--- src/fwp_defines.vh ---
// Constants for the flash write protect register bank.
// Assumes a 16-bit peripheral address space and an 8-bit data bus.
`ifndef FWP_DEFINES_VH
`define FWP_DEFINES_VH

////////////////////////////////////////////////////////////////////////////////
// Register addresses
`define FWP_ADDR_CMD 16'hffc0
`define FWP_ADDR_MODE 16'hffc4
`define FWP_ADDR_STAT 16'hffc2

////////////////////////////////////////////////////////////////////////////////
// Key, reset values and masks
`define FWP_KEY 8'ha5
`define FWP_MODE_RST 8'h08
`define FWP_STAT_RST 8'h00
`define FWP_MODE_WMASK 8'h0b
`define FWP_FW_ENTRY 16'h8100

////////////////////////////////////////////////////////////////////////////////
// Field positions
`define FWP_BIT_WED 3
`define FWP_BIT_PIN 2
`define FWP_BIT_MHI 1
`define FWP_BIT_MLO 0
`define FWP_BIT_ERR 0

`endif

--- src/fwp_regs.v ---
// Flash write protect register bank: mode control, guarded command and
// status registers with the four-store unlock sequence.
// Assumes every peripheral store appears on this bus as one bus_wr cycle.
`timescale 1ns/1ps
`include "fwp_defines.vh"

// Contract
// - Mode register resets 08H, 0CH on-board
// - Bit 2 mirrors pin, bits 7-4 zero
// - Write/erase only when disable 0, pin 1
// - Mode 00 normal, 01 self-program, 1x prohibited
// - On-board mode ignores mode select bits
// - Upper select bit picks firmware address
// - Key, value, inverse, value; last commits
// - Command register write-only, byte, undefined
// - Mode register takes bit and byte stores
// - Violation keeps mode, sets error flag
// - Error flag sticky, cleared by writing 0
// - Status resets 00H, bit and byte stores
// - Foreign store mid-sequence aborts with error
// - Bad inverse or mismatch sets error
// - Command write without key value errors
module fwp_regs (
  // Clock and reset
  input wire clk,
  input wire rst,
  // Mode pins
  input wire onboard_mode,
  input wire flash_mode_pin,
  // Peripheral register bus
  input wire [15:0] bus_addr,
  input wire bus_wr,
  input wire bus_rd,
  input wire bus_bit,
  input wire [2:0] bus_bit_sel,
  input wire [7:0] bus_wdata,
  output reg [7:0] bus_rdata,
  // Flash address sources
  input wire [15:0] cpu_addr,
  input wire [15:0] fw_addr,
  // Flash controls
  output wire write_erase_enable,
  output wire self_prog_active,
  output wire mode_prohibited,
  output wire addr_from_firmware,
  output wire [15:0] flash_addr,
  // Guard state
  output reg guard_error_flag,
  output reg guard_seq_busy
);

  ////////////////////////////////////////////////////////////////////////////////
  // Sequence states
  localparam [1:0] ST_IDLE = 2'b00; // Awaiting key
  localparam [1:0] ST_KEY = 2'b01; // Key seen
  localparam [1:0] ST_VAL = 2'b10; // First value held
  localparam [1:0] ST_INV = 2'b11; // Inverse checked

  // Reset images, so single bits are picked out at their own width
  localparam [7:0] MODE_RST = `FWP_MODE_RST;
  localparam [7:0] STAT_RST = `FWP_STAT_RST;

  // Merge a single-bit store into a current byte, or pass a byte store
  function [7:0] fwp_merge;
    input [7:0] cur;
    input is_bit;
    input [2:0] sel;
    input [7:0] wd;
    reg [7:0] tmp;
    begin
      tmp = cur;
      if (is_bit) begin
        tmp[sel] = wd[0];
      end else begin
        tmp = wd;
      end
      fwp_merge = tmp;
    end
  endfunction

  ////////////////////////////////////////////////////////////////////////////////
  // Storage
  reg [1:0] state; // Sequence tracker
  reg [7:0] held_value; // Value from step two
  reg write_disable; // Write/erase disable bit
  reg sel_hi; // Upper mode select bit
  reg sel_lo; // Lower mode select bit
  reg pin_level; // Sampled flash mode pin

  // Next values
  reg [1:0] next_state;
  reg [7:0] next_held_value;
  reg next_commit;
  reg next_error;

  // Decoded strobes
  wire wr_cmd;
  wire wr_mode;
  wire wr_stat;
  wire [7:0] mode_view;
  wire [7:0] mode_store;
  wire [7:0] stat_store;

  assign wr_cmd = bus_wr & (bus_addr == `FWP_ADDR_CMD);
  assign wr_mode = bus_wr & (bus_addr == `FWP_ADDR_MODE);
  assign wr_stat = bus_wr & (bus_addr == `FWP_ADDR_STAT);

  // Pin mirror in bit 2, upper nibble zero
  assign mode_view = {4'h0, write_disable, pin_level, sel_hi, sel_lo};

  // Bit stores merge into current view
  assign mode_store = fwp_merge(mode_view, bus_bit, bus_bit_sel, bus_wdata);
  assign stat_store = fwp_merge({7'h00, guard_error_flag}, bus_bit, bus_bit_sel, bus_wdata);

  ////////////////////////////////////////////////////////////////////////////////
  // Sequence tracker decision for the current store
  always @* begin
    next_state = state;
    next_held_value = held_value;
    next_commit = 1'b0;
    next_error = 1'b0;
    if (bus_wr) begin
      case (state)
        ST_IDLE: begin
          if (wr_cmd) begin
            if (bus_wdata == `FWP_KEY) begin
              next_state = ST_KEY;
            end else begin
              next_error = 1'b1;
            end
          end else if (wr_mode) begin
            next_error = 1'b1;
          end
        end
        ST_KEY: begin
          if (wr_mode) begin
            next_held_value = mode_store;
            next_state = ST_VAL;
          end else begin
            next_error = 1'b1;
            next_state = ST_IDLE;
          end
        end
        ST_VAL: begin
          if (wr_mode && (mode_store == ~held_value)) begin
            next_state = ST_INV;
          end else begin
            next_error = 1'b1;
            next_state = ST_IDLE;
          end
        end
        ST_INV: begin
          // Step four must match step two
          if (wr_mode && (mode_store == held_value)) begin
            next_commit = 1'b1;
          end else begin
            next_error = 1'b1;
          end
          // Back to idle after either outcome
          next_state = ST_IDLE;
        end
        default: begin
          next_state = ST_IDLE;
        end
      endcase
    end
  end

  ////////////////////////////////////////////////////////////////////////////////
  // Tracker and held value
  always @(posedge clk) begin
    if (rst) begin
      state <= ST_IDLE;
      held_value <= 8'h00;
      guard_seq_busy <= 1'b0;
    end else begin
      // Idle after each change forces fresh key
      state <= next_state;
      held_value <= next_held_value;
      guard_seq_busy <= (next_state != ST_IDLE);
    end
  end

  ////////////////////////////////////////////////////////////////////////////////
  // Mode control register; pin bit is sampled, never stored by software
  always @(posedge clk) begin
    if (rst) begin
      // Reset to 08H, pin adds bit 2
      write_disable <= MODE_RST[`FWP_BIT_WED];
      sel_hi <= MODE_RST[`FWP_BIT_MHI];
      sel_lo <= MODE_RST[`FWP_BIT_MLO];
      pin_level <= 1'b0;
    end else begin
      pin_level <= flash_mode_pin;
      if (next_commit) begin
        write_disable <= held_value[`FWP_BIT_WED];
        sel_hi <= held_value[`FWP_BIT_MHI];
        sel_lo <= held_value[`FWP_BIT_MLO];
      end
    end
  end

  ////////////////////////////////////////////////////////////////////////////////
  // Status register: sticky protection error
  always @(posedge clk) begin
    if (rst) begin
      guard_error_flag <= STAT_RST[`FWP_BIT_ERR];
    end else if (next_error) begin
      // Set wins over a same-cycle clear
      guard_error_flag <= 1'b1;
    end else if (wr_stat && !stat_store[`FWP_BIT_ERR]) begin
      guard_error_flag <= 1'b0;
    end
  end

  ////////////////////////////////////////////////////////////////////////////////
  // Read port, one cycle latency; unmapped and write-only read as zero
  always @(posedge clk) begin
    if (rst) begin
      bus_rdata <= 8'h00;
    end else if (bus_rd) begin
      case (bus_addr)
        `FWP_ADDR_MODE: begin
          bus_rdata <= mode_view;
        end
        `FWP_ADDR_STAT: begin
          bus_rdata <= {7'h00, guard_error_flag};
        end
        `FWP_ADDR_CMD: begin
          bus_rdata <= 8'h00;
        end
        default: begin
          bus_rdata <= 8'h00;
        end
      endcase
    end
  end

  ////////////////////////////////////////////////////////////////////////////////
  // Flash control decode; outputs are flops inside the decoder
  fwp_mode_decode u_decode (
    .clk(clk),
    .rst(rst),
    .mode_value(mode_view),
    .onboard_mode(onboard_mode),
    .cpu_addr(cpu_addr),
    .fw_addr(fw_addr),
    .write_erase_enable(write_erase_enable),
    .self_prog_active(self_prog_active),
    .mode_prohibited(mode_prohibited),
    .addr_from_firmware(addr_from_firmware),
    .flash_addr(flash_addr)
  );

endmodule

--- src/fwp_mode_decode.v ---
// Mode decode: turns the committed mode control value into flash controls.
// Assumes the mode value already carries the sampled pin level in its bit 2.
`timescale 1ns/1ps
`include "fwp_defines.vh"

module fwp_mode_decode (
  // Clock and reset
  input wire clk,
  input wire rst,
  // Mode inputs
  input wire [7:0] mode_value,
  input wire onboard_mode,
  // Address sources
  input wire [15:0] cpu_addr,
  input wire [15:0] fw_addr,
  // Registered controls
  output reg write_erase_enable,
  output reg self_prog_active,
  output reg mode_prohibited,
  output reg addr_from_firmware,
  output reg [15:0] flash_addr
);

  // Effective mode bits, forced to normal in on-board mode
  wire eff_hi;
  wire eff_lo;

  assign eff_hi = mode_value[`FWP_BIT_MHI] & ~onboard_mode;
  assign eff_lo = mode_value[`FWP_BIT_MLO] & ~onboard_mode;

  ////////////////////////////////////////////////////////////////////////////////
  // Registered decode, one cycle behind the mode register
  always @(posedge clk) begin
    if (rst) begin
      write_erase_enable <= 1'b0;
      self_prog_active <= 1'b0;
      mode_prohibited <= 1'b0;
      addr_from_firmware <= 1'b0;
      flash_addr <= 16'h0000;
    end else begin
      // Enable needs disable clear, pin high
      write_erase_enable <= ~mode_value[`FWP_BIT_WED] & mode_value[`FWP_BIT_PIN];
      self_prog_active <= ~eff_hi & eff_lo;
      mode_prohibited <= eff_hi;
      addr_from_firmware <= eff_hi;
      if (eff_hi) begin
        flash_addr <= fw_addr;
      end else begin
        flash_addr <= cpu_addr;
      end
    end
  end

endmodule

--- config.mk ---
export PLATFORM = sky130hd
export DESIGN_NAME = fwp_regs
export DESIGN_NICKNAME = d
export VERILOG_FILES = /design/src/fwp_regs.v /design/src/fwp_mode_decode.v
export VERILOG_INCLUDE_DIRS = /design/src /design/src/src
export SDC_FILE = /design/constraint.sdc
export NUM_CORES = 1
export LEC_CHECK = 0
export ABC_CLOCK_PERIOD_IN_PS = 5400
export BUFFER_PORTS_ARGS = -buffer_cell sky130_fd_sc_hd__buf_4
export CAP_MARGIN = 20
export CORE_ASPECT_RATIO = 0.9
export CORE_MARGIN = 3
export CORE_UTILIZATION = 51
export CTS_CLUSTER_DIAMETER = 150
export DETAILED_ROUTE_END_ITERATION = 7
export PLACE_DENSITY = 0.86
export SKIP_LAST_GASP = 1
export SLEW_MARGIN = 0
export SYNTH_ARGS = -nofsm -noshare
export SYNTH_HDL_FRONTEND = slang
export SYNTH_SLANG_ARGS = --single-unit
--- constraint.sdc ---
create_clock -name clk -period 5.4 [get_ports clk]
set_input_delay 0.54 -clock clk [delete_from_list [all_inputs] [get_ports clk]]
set_output_delay 0.54 -clock clk [all_outputs]
set_load 0.05 [all_outputs]
==> flow_metrics.tcl, run 1 <==
set metrics [dict create \
    rsz0062_at_grt "false" \
    min_path_type "in -> reg" \
    post_cts_resized 0 \
    worst_setup_path_start_kind "input port" \
    power_frac_clock_pct 36.4 \
    p_switching_mw 0.1747 \
    worstPathArrival_ns 2.60 \
    synthCells 255 \
    yosysSeqAreaShare_pct 36.53 \
    ff2ff_setup_slack_ns 3.34 \
    setup_viol 0 \
    synth_cell_types 51 \
    grt_overflow_total 0 \
    critPathKind "in -> reg" \
    routabilityCongestion 0.7745 \
    clk_transition_reported_paths_ns 0.08 \
    hold_start "onboard_mode" \
    ctsHoldBuffers 0 \
    mostFrequentLayoutCell "buf_4" \
    drive_gt1_share_pct 32.54 \
    syn_area_um2 2137 \
    fin_skew_ns 0.007002 \
    worst_r2r_path_depth 6 \
    status "completed" \
    diodes 0 \
    drc 0 \
    fp.dieW_um 74.24 \
    fin_area_um2 2865 \
    cts_setup_buffers 0 \
    intPower_mw 0.4877 \
    antenna_found_initial 0 \
    worstSkewPairLatency_ns 0.29 \
    dr_total_vias 2138 \
    mostFrequentLayoutCells "92 x buf_4, 39 x dfxtp_1, 37 x nand2_1, 25 x nor2_1, 24 x a21oi_1" \
    initial_core_util_pct 55.33 \
    slew_viol_final 0 \
    yosys_warnings 0 \
    dieArea_um2 5004 \
    wire_per_inst_um 14.76 \
    worstPathMaxFanout 14 \
    cts_max_path_buffers 2 \
    min_path_cells 2 \
    dpl-instance-area_um2 2745 \
    crit_required_ns 5.58 \
    via_per_inst 5.612 \
    cts_max_level 2 \
    fill_cells 312 \
    ant_nets 0 \
    cts_buffers 5 \
    coreArea_um2 3862 \
    ios 96 \
    holdPathEnd "u_decode.self_prog_active" \
    final-hold-violation-count 0 \
    grt_max_degree 44 \
    grt_pass1_wl_um 8631 \
    irDropWorstVdd_mv 0.1638 \
    cts.sinks 39 \
    place_hpwl_um 4124 \
    cts-root-buf "clkbuf_8" \
    r2r-end "sel_hi" \
    cts_tree "done" \
    drtPass1Iterations 4 \
    swShare_pct 26.38 \
    finalSetupTns_ns 0 \
    p_per_area_nw_per_um2 231.2 \
    first_iter_violations 122 \
    relSlewSlack_pct 56.27 \
    worst_pin_slew_ns 0.6560 \
    synth_edf_count 0 \
    grt_pass1_vias 1924 \
    grt_usage_pct 22.18 \
    yosys_register_bits 39 \
    fp-row-count 21 \
    p_leak_nw 1.211 \
    nets 400 \
    period_share_pct 44.98 \
    pwr-share-comb_pct 18.9 \
    async_reset_ff_share_pct 0 \
    io_buffers 91 \
    reg2reg_from "held_value[3]" \
    p_seq_share_pct 44.7 \
    end_kind "flip-flop" \
    dieHeight_um 67.41 \
    fmax_ghz 0.4117 \
    avgSynthCellArea_um2 8.381 \
    max-cap-violations 0 \
    ys.flop_type "dfxtp_1" \
    routed_wl_um 5625 \
    area_growth_pct 34.08 \
    min_period_ns 2.429 \
]
-- power groups by stage --
stage	sequential [mW]	clock [mW]	combinational [mW]
after floorplan	0.325	0	0.0502
after global placement	0.303	0	0.122
after detailed placement	0.303	0	0.124
after CTS	0.296	0.243	0.125
after global routing	0.297	0.256	0.134
final	0.296	0.241	0.125
-- cell usage after synthesis, drive strengths merged, types with 2 or more instances --
cell type	instances	area share [%]
nor3b	5	1.8
nor4b	4	2.6
nor2b	7	2.0
nor2	25	4.4
a211o	3	1.2
buf	17	5.7
a21oi	24	5.6
dfxtp	39	37
or4	2	0.88
and4	2	0.94
nand2b	12	3.5
xnor2	5	2.0
inv	3	0.53
nand4	4	1.2
nor3	4	0.94
and3	2	0.59
a221oi	2	0.82
nand3	8	1.9
a211oi	7	2.7
clkbuf	6	1.1
nor4	3	1.2
nand4bb	2	1.1
nor4bb	3	1.4
nand2	37	6.5
and4b	3	1.6
or3b	2	0.82
mux2i	12	6.4
-- stage by stage --
stage | hold slack [ns] | power (mW) | worst slack, ns | utilization [%] | cells
after floorplan | 0.4580 | 0.3756 | 3.075 | - | 258
after global placement | 0.4580 | 0.4251 | 2.743 | 71.07 | 372
after detailed placement | 0.4627 | 0.4272 | 2.699 | 71.07 | 372
after CTS | 0.4124 | 0.6643 | 2.970 | 73.99 | 380
after global routing | 0.4086 | 0.6871 | 2.826 | 74.18 | 381
final | 0.4154 | 0.6625 | 2.971 | 74.18 | 381
-- worst max path at each step --
stage / startpoint / to / slack (ns)
floorplan: bus_addr[4] / held_value[3] / 3.07
finish: bus_addr[4] / held_value[1] / 2.97
detailed placement: bus_addr[4] / held_value[1] / 2.70
global route: bus_addr[5] / held_value[1] / 2.83
CTS: bus_addr[4] / held_value[1] / 2.97
global placement: bus_addr[4] / held_value[2] / 2.74
-- per-layer routing --
| metal | wire length [um] | vias up | share of wire (%) | GRT usage (%) |
|---|---|---|---|---|
| met5 | 0 | - | 0 | 0 |
| met1 | 2308 | 1003 | 41 | 28.23 |
| met3 | 465 | 8 | 8.3 | 4.762 |
| met2 | 2789 | 79 | 50 | 37.61 |
| met4 | 61 | 0 | 1.1 | 6.889 |
| li1 | - | 1048 | - | - |
-- worst max-delay path, stage by stage --
cell and delay [ns]:
buf_4 0.10, nand4bb_1 0.16, or4_1 0.67, nor4_2 0.31, and2_1 0.50, mux2i_1 0.26
nor2_1 0.05
-- sequential cells by signal, summed over array words and instances (netlist names) --
name	cells
bus_rdata	4
guard_error_flag	1
guard_seq_busy	1
held_value	8
pin_level	1
sel_hi	1
sel_lo	1
state	2
u_decode.addr_from_firmware	1
u_decode.flash_addr	16
u_decode.self_prog_active	1
u_decode.write_erase_enable	1
write_disable	1
-- kinds of logic after synthesis --
logic type / share of synthesized area, %
other cells: 0.1755
xor+xnor: 2.049
simple gates: 34.31
compound gates: 13.29
mux: 6.382
buf+inv: 7.260
flops: 36.53
-- cell type report --
| cell class | count | area, um2 | area share [%] |
|---|---|---|---|
| clock buffers | 5 | 68.82 | 2.402 |
| clock inverters | 3 | 43.79 | 1.528 |
| inverters | 3 | 11.26 | 0.3930 |
| multi-input cells | 193 | 1212 | 42.31 |
| flip-flops and latches | 39 | 780.7 | 27.25 |
| well taps | 46 | 57.56 | 2.009 |
| repair buffers | 92 | 690.7 | 24.10 |
No activity file was read; power rests on OpenSTA's default activity.
==> run 2: changes to the inputs <==
--- a/config.mk
+++ b/config.mk
@@ -6,15 +6,15 @@
 export SDC_FILE = /design/constraint.sdc
 export NUM_CORES = 1
 export LEC_CHECK = 0
-export ABC_CLOCK_PERIOD_IN_PS = 5400
+export ABC_CLOCK_PERIOD_IN_PS = 2400
 export BUFFER_PORTS_ARGS = -buffer_cell sky130_fd_sc_hd__buf_4
 export CAP_MARGIN = 20
 export CORE_ASPECT_RATIO = 0.9
 export CORE_MARGIN = 3
-export CORE_UTILIZATION = 51
+export CORE_UTILIZATION = 47
 export CTS_CLUSTER_DIAMETER = 150
 export DETAILED_ROUTE_END_ITERATION = 7
-export PLACE_DENSITY = 0.86
+export PLACE_DENSITY = 0.8
 export SKIP_LAST_GASP = 1
 export SLEW_MARGIN = 0
 export SYNTH_ARGS = -nofsm -noshare
==> constraint.sdc (replaced) <==
create_clock -name clk -period 2.4 [get_ports clk]
set_input_delay 0.24 -clock clk [delete_from_list [all_inputs] [get_ports clk]]
set_output_delay 0.24 -clock clk [all_outputs]
set_load 0.05 [all_outputs]
==> flow_metrics.tcl, run 2 (synthesis results as in run 1) <==
set metrics [dict create \
    fin_area_um2 2930 \
    finalSetupTns_ns 0 \
    dp_slack_ns 0.1010 \
    wl_met1_um 2470 \
    grt_overflow_total 0 \
    fin_cells 397 \
    cts_max_level 2 \
    worst_r2r_path_depth 6 \
    via_per_inst 5.302 \
    period_share_pct 86.30 \
    drtPass1Iterations 4 \
    clk_transition_reported_paths_ns 0.08 \
    routabilityCongestion 0.7931 \
    fmax_ghz 0.4828 \
    p_leak_nw 1.230 \
    ios 96 \
    dieHeight_um 69.97 \
    ctsHoldBuffers 0 \
    min_path_type "in -> reg" \
    cts_buffers 5 \
    grt_max_degree 44 \
    worst_pin_slew_ns 0.6271 \
    io_buffers 91 \
    mostFrequentLayoutCells "93 x buf_4, 39 x dfxtp_1, 37 x nand2_1, 25 x nor2_1, 24 x a21oi_1" \
    drc 0 \
    worstSkewPairLatency_ns 0.29 \
    fp-row-count 22 \
    drive_gt1_share_pct 32.64 \
    reg2reg_from "held_value[3]" \
    place_inst 389 \
    nets 402 \
    p_per_area_nw_per_um2 545.0 \
    worstPathArrival_ns 2.29 \
    cts_tree "done" \
    initial_core_util_pct 50.41 \
    top_regs "u_decode.flash_addr x16, held_value x8, bus_rdata x4" \
    largest_reg_flops 16 \
    min_period_ns 2.071 \
    ff2ff_setup_slack_ns 0.33 \
    coreArea_um2 4239 \
    top_register "u_decode.flash_addr" \
    dr.max_layer_used "met4" \
    status "completed" \
    final-hold-violation-count 0 \
    cts_setup_buffers 0 \
    wire_per_inst_um 14.43 \
    max-cap-violations 0 \
    cts.sinks 39 \
    hold_start "onboard_mode" \
    area_growth_pct 37.12 \
    cts_max_path_buffers 2 \
    dieArea_um2 5393 \
    place_hpwl_um 4141 \
    rsz0062_at_grt "false" \
    fp.dieW_um 77.08 \
    relSlewSlack_pct 58.19 \
    crit_required_ns 2.62 \
    routed-wl-met3_um 333 \
    power_mw 1.597 \
    timing.final.ws_setup_ns 0.3288 \
    crit_start "held_value[3]" \
    dpl-instance-area_um2 2798 \
    worstPathMaxFanout 6 \
    min_path_cells 2 \
    ant_nets 0 \
    cts-root-buf "clkbuf_8" \
    critPathKind "reg -> reg" \
    first_iter_violations 129 \
    fin_skew_ns 0.004318 \
    wl_met2_um 2848 \
    grt_pass1_vias 1920 \
    final_core_util_pct 69.13 \
    irDropWorstVdd_mv 0.4543 \
    diodes 0 \
    antenna_found_initial 0 \
    end_kind "flip-flop" \
    grt_pass1_wl_um 9004 \
    worst_setup_path_start_kind "flip-flop" \
    routed_wl_um 5729 \
    mostFrequentLayoutCell "buf_4" \
    post_cts_resized 0 \
    slew_viol_final 0 \
    holdWs_ns 0.1195 \
    setup_viol 0 \
    dr_total_vias 2105 \
    grt_usage_pct 20.58 \
]
run 2: path summary, 6_finish.rpt:
path	end
worst max-delay path	sel_hi
worst min-delay path	u_decode.self_prog_active
worst max register to register	sel_hi
worst min register to register	bus_rdata[1]
run 2: per-layer routing:
| layer | global-route usage (%) | vias up |
|---|---|---|
| li1 | - | 1048 |
| met4 | 7.905 | 0 |
| met5 | 0 | - |
| met2 | 33.75 | 75 |
| met3 | 5.412 | 9 |
| met1 | 25.81 | 973 |
run 2: layout make-up:
class	instances	area, um2
fill	384	1309
tap	60	75.07
sequential	39	780.7
clock inverter	2	60.06
timing repair buffer	94	718.2
multi-input combinational	193	1212
inverter	3	11.26
clock buffer	6	72.57
run 2: worst max-delay path, cell delays in order (launching register included):
cell	delay [ns]
dfxtp_1	0.42
nor2b_1	0.09
a221o_1	0.36
a211oi_2	0.28
nand4_1	0.23
nor4b_4	0.37
mux2i_1	0.24
run 2: power breakdown:
group	leakage (nW)	internal [mW]	switching, mW	total, mW
clock	0.0654	0.416	0.235	0.651
combinational	0.846	0.126	0.154	0.280
sequential	0.319	0.662	0.00486	0.667
==> run 3: changes to the inputs <==
--- a/config.mk
+++ b/config.mk
@@ -6,7 +6,7 @@
 export SDC_FILE = /design/constraint.sdc
 export NUM_CORES = 1
 export LEC_CHECK = 0
-export ABC_CLOCK_PERIOD_IN_PS = 2400
+export ABC_CLOCK_PERIOD_IN_PS = 2100
 export BUFFER_PORTS_ARGS = -buffer_cell sky130_fd_sc_hd__buf_4
 export CAP_MARGIN = 20
 export CORE_ASPECT_RATIO = 0.9
@@ -16,7 +16,7 @@
 export DETAILED_ROUTE_END_ITERATION = 7
 export PLACE_DENSITY = 0.8
 export SKIP_LAST_GASP = 1
-export SLEW_MARGIN = 0
+export SLEW_MARGIN = 15
 export SYNTH_ARGS = -nofsm -noshare
 export SYNTH_HDL_FRONTEND = slang
 export SYNTH_SLANG_ARGS = --single-unit
==> constraint.sdc (replaced) <==
create_clock -name clk -period 2.1 [get_ports clk]
set_input_delay 0.21 -clock clk [delete_from_list [all_inputs] [get_ports clk]]
set_output_delay 0.21 -clock clk [all_outputs]
set_load 0.05 [all_outputs]
==> flow_metrics.tcl, run 3 (synthesis results as in run 1) <==
set metrics [dict create \
    p_leak_nw 1.269 \
    cts.sinks 39 \
    grt_pass1_wl_um 9018 \
    top_regs "u_decode.flash_addr x16, held_value x8, bus_rdata x4" \
    worstPathMaxFanout 5 \
    drtPass1Iterations 4 \
    multi_input_comb_area_um2 1225 \
    fp.dieW_um 77.08 \
    ff2ff_setup_slack_ns 0.12 \
    holdWs_ns 0.09541 \
    crit_slowest_cell "nor4b_4" \
    dpl-instance-area_um2 2835 \
    dr_total_vias 2100 \
    min_path_type "in -> reg" \
    clk_transition_reported_paths_ns 0.07 \
    ctsHoldBuffers 0 \
    final-hold-violation-count 0 \
    worstPathArrival_ns 2.21 \
    hold_start "onboard_mode" \
    fp-row-count 22 \
    antenna_found_initial 0 \
    worst_pin_slew_ns 0.6600 \
    p_per_area_nw_per_um2 607.6 \
    top_register "u_decode.flash_addr" \
    seq_area_um2 784.5 \
    io_buffers 91 \
    fin_skew_ns 0.002360 \
    r2r-end "sel_lo" \
    irDropWorstVdd_mv 0.5444 \
    cts_buffers 5 \
    status "completed" \
    diodes 0 \
    dieHeight_um 69.97 \
    fin_area_um2 2999 \
    coreArea_um2 4239 \
    ios 96 \
    routabilityCongestion 0.8056 \
    largest_reg_flops 16 \
    critPathKind "reg -> reg" \
    worst_setup_path_start_kind "flip-flop" \
    cpPeakStageDelay_ns 0.41 \
    slew_viol_final 0 \
    min_period_ns 1.984 \
    min_path_cells 2 \
    area_growth_pct 40.34 \
    fmax_ghz 0.5041 \
    routed_wl_um 5616 \
    grt_max_degree 44 \
    period_share_pct 94.47 \
    dp_slack_ns -0.1521 \
    initial_core_util_pct 50.41 \
    cts_tree "done" \
    relSlewSlack_pct 56.00 \
    crit_required_ns 2.32 \
    ant_nets 0 \
    mostFrequentLayoutCells "100 x buf_4, 38 x dfxtp_1, 37 x nand2_1, 25 x nor2_1, 24 x a21oi_1" \
    mostFrequentLayoutCell "buf_4" \
    wire_per_inst_um 13.90 \
    grt_overflow_total 0 \
    setup_viol 0 \
    first_iter_violations 99 \
    dieArea_um2 5393 \
    via_per_inst 5.198 \
    drive_gt1_share_pct 34.59 \
    cts-root-buf "clkbuf_8" \
    cts_max_path_buffers 2 \
    grt_pass1_vias 1951 \
    max-cap-violations 0 \
    cts_max_level 2 \
    holdPathEnd "u_decode.self_prog_active" \
    drc 0 \
    worstSkewPairLatency_ns 0.29 \
    nets 409 \
    worst_r2r_path_depth 6 \
    place_hpwl_um 4151 \
    grt_usage_pct 20.53 \
    timing.final.ws_setup_ns 0.1161 \
    reg2reg_from "held_value[3]" \
    final_core_util_pct 70.75 \
    fill_cells 373 \
    crit_path_cell_trace "nor3b_1, a221o_1, a211oi_4, nand4_1, nor4b_4, mux2i_1" \
    end_kind "flip-flop" \
]
==> run 3: worst max-delay path by stage <==
stage	start	endpoint	slack [ns]	cells after the start
finish	held_value[3]	sel_lo	0.12	6
CTS	held_value[3]	write_disable	0.02	6
global route	held_value[3]	sel_lo	-0.007	6
global placement	bus_addr[4]	sel_hi	-0.07	7
floorplan	bus_addr[4]	held_value[3]	0.10	9
detailed placement	bus_addr[4]	write_disable	-0.15	7
==> run 3: metrics by stage <==
step	setup TNS (ns)	power [mW]	std cells
2_1_floorplan	0	0.9658	258
3_3_place_gp	-0.2591	1.096	394
3_5_place_dp	-0.6154	1.102	394
4_1_cts	0	1.832	402
5_1_grt	-0.01442	1.893	404
6_report	0	1.822	404
==> run 3: repair_timing <==
action / in CTS / in global routing
setup buffers: 0 / 2
setup endpoints to repair: 0 / 4
resized for setup: 0 / 4
==> run 3: final cells by class <==
class                           instances  share of cell area (%)
Multi-Input combinational cell        193                   40.84
Timing Repair Buffer                  101                   25.70
Sequential cell                        39                   26.16
Clock buffer                            6                   2.420
Tap cell                               60                   2.503
Inverter                                3                  0.3755
Clock inverter                          2                   2.003
==> run 3: report_power, final <==
| part | internal, mW | leakage [nW] | switching (mW) |
|---|---|---|---|
| Sequential | 0.755 | 0.320 | 0.00537 |
| Clock | 0.475 | 0.0654 | 0.259 |
| Combinational | 0.150 | 0.884 | 0.178 |
==> run 3: routing by layer <==
metal	global-route usage, %	routed length, um
met5	0	0
met2	34.43	2779
met4	8.103	102
met1	25.28	2394
met3	5.026	340
==> run 3: worst max-delay path: cells and delay by family, from the launching register on <==
kind / cells / cell delay [ns]
and+or+nand+nor: 3 / 0.75
muxes: 1 / 0.22
DFF: 1 / 0.36
AOI/OAI and AO/OA: 2 / 0.59
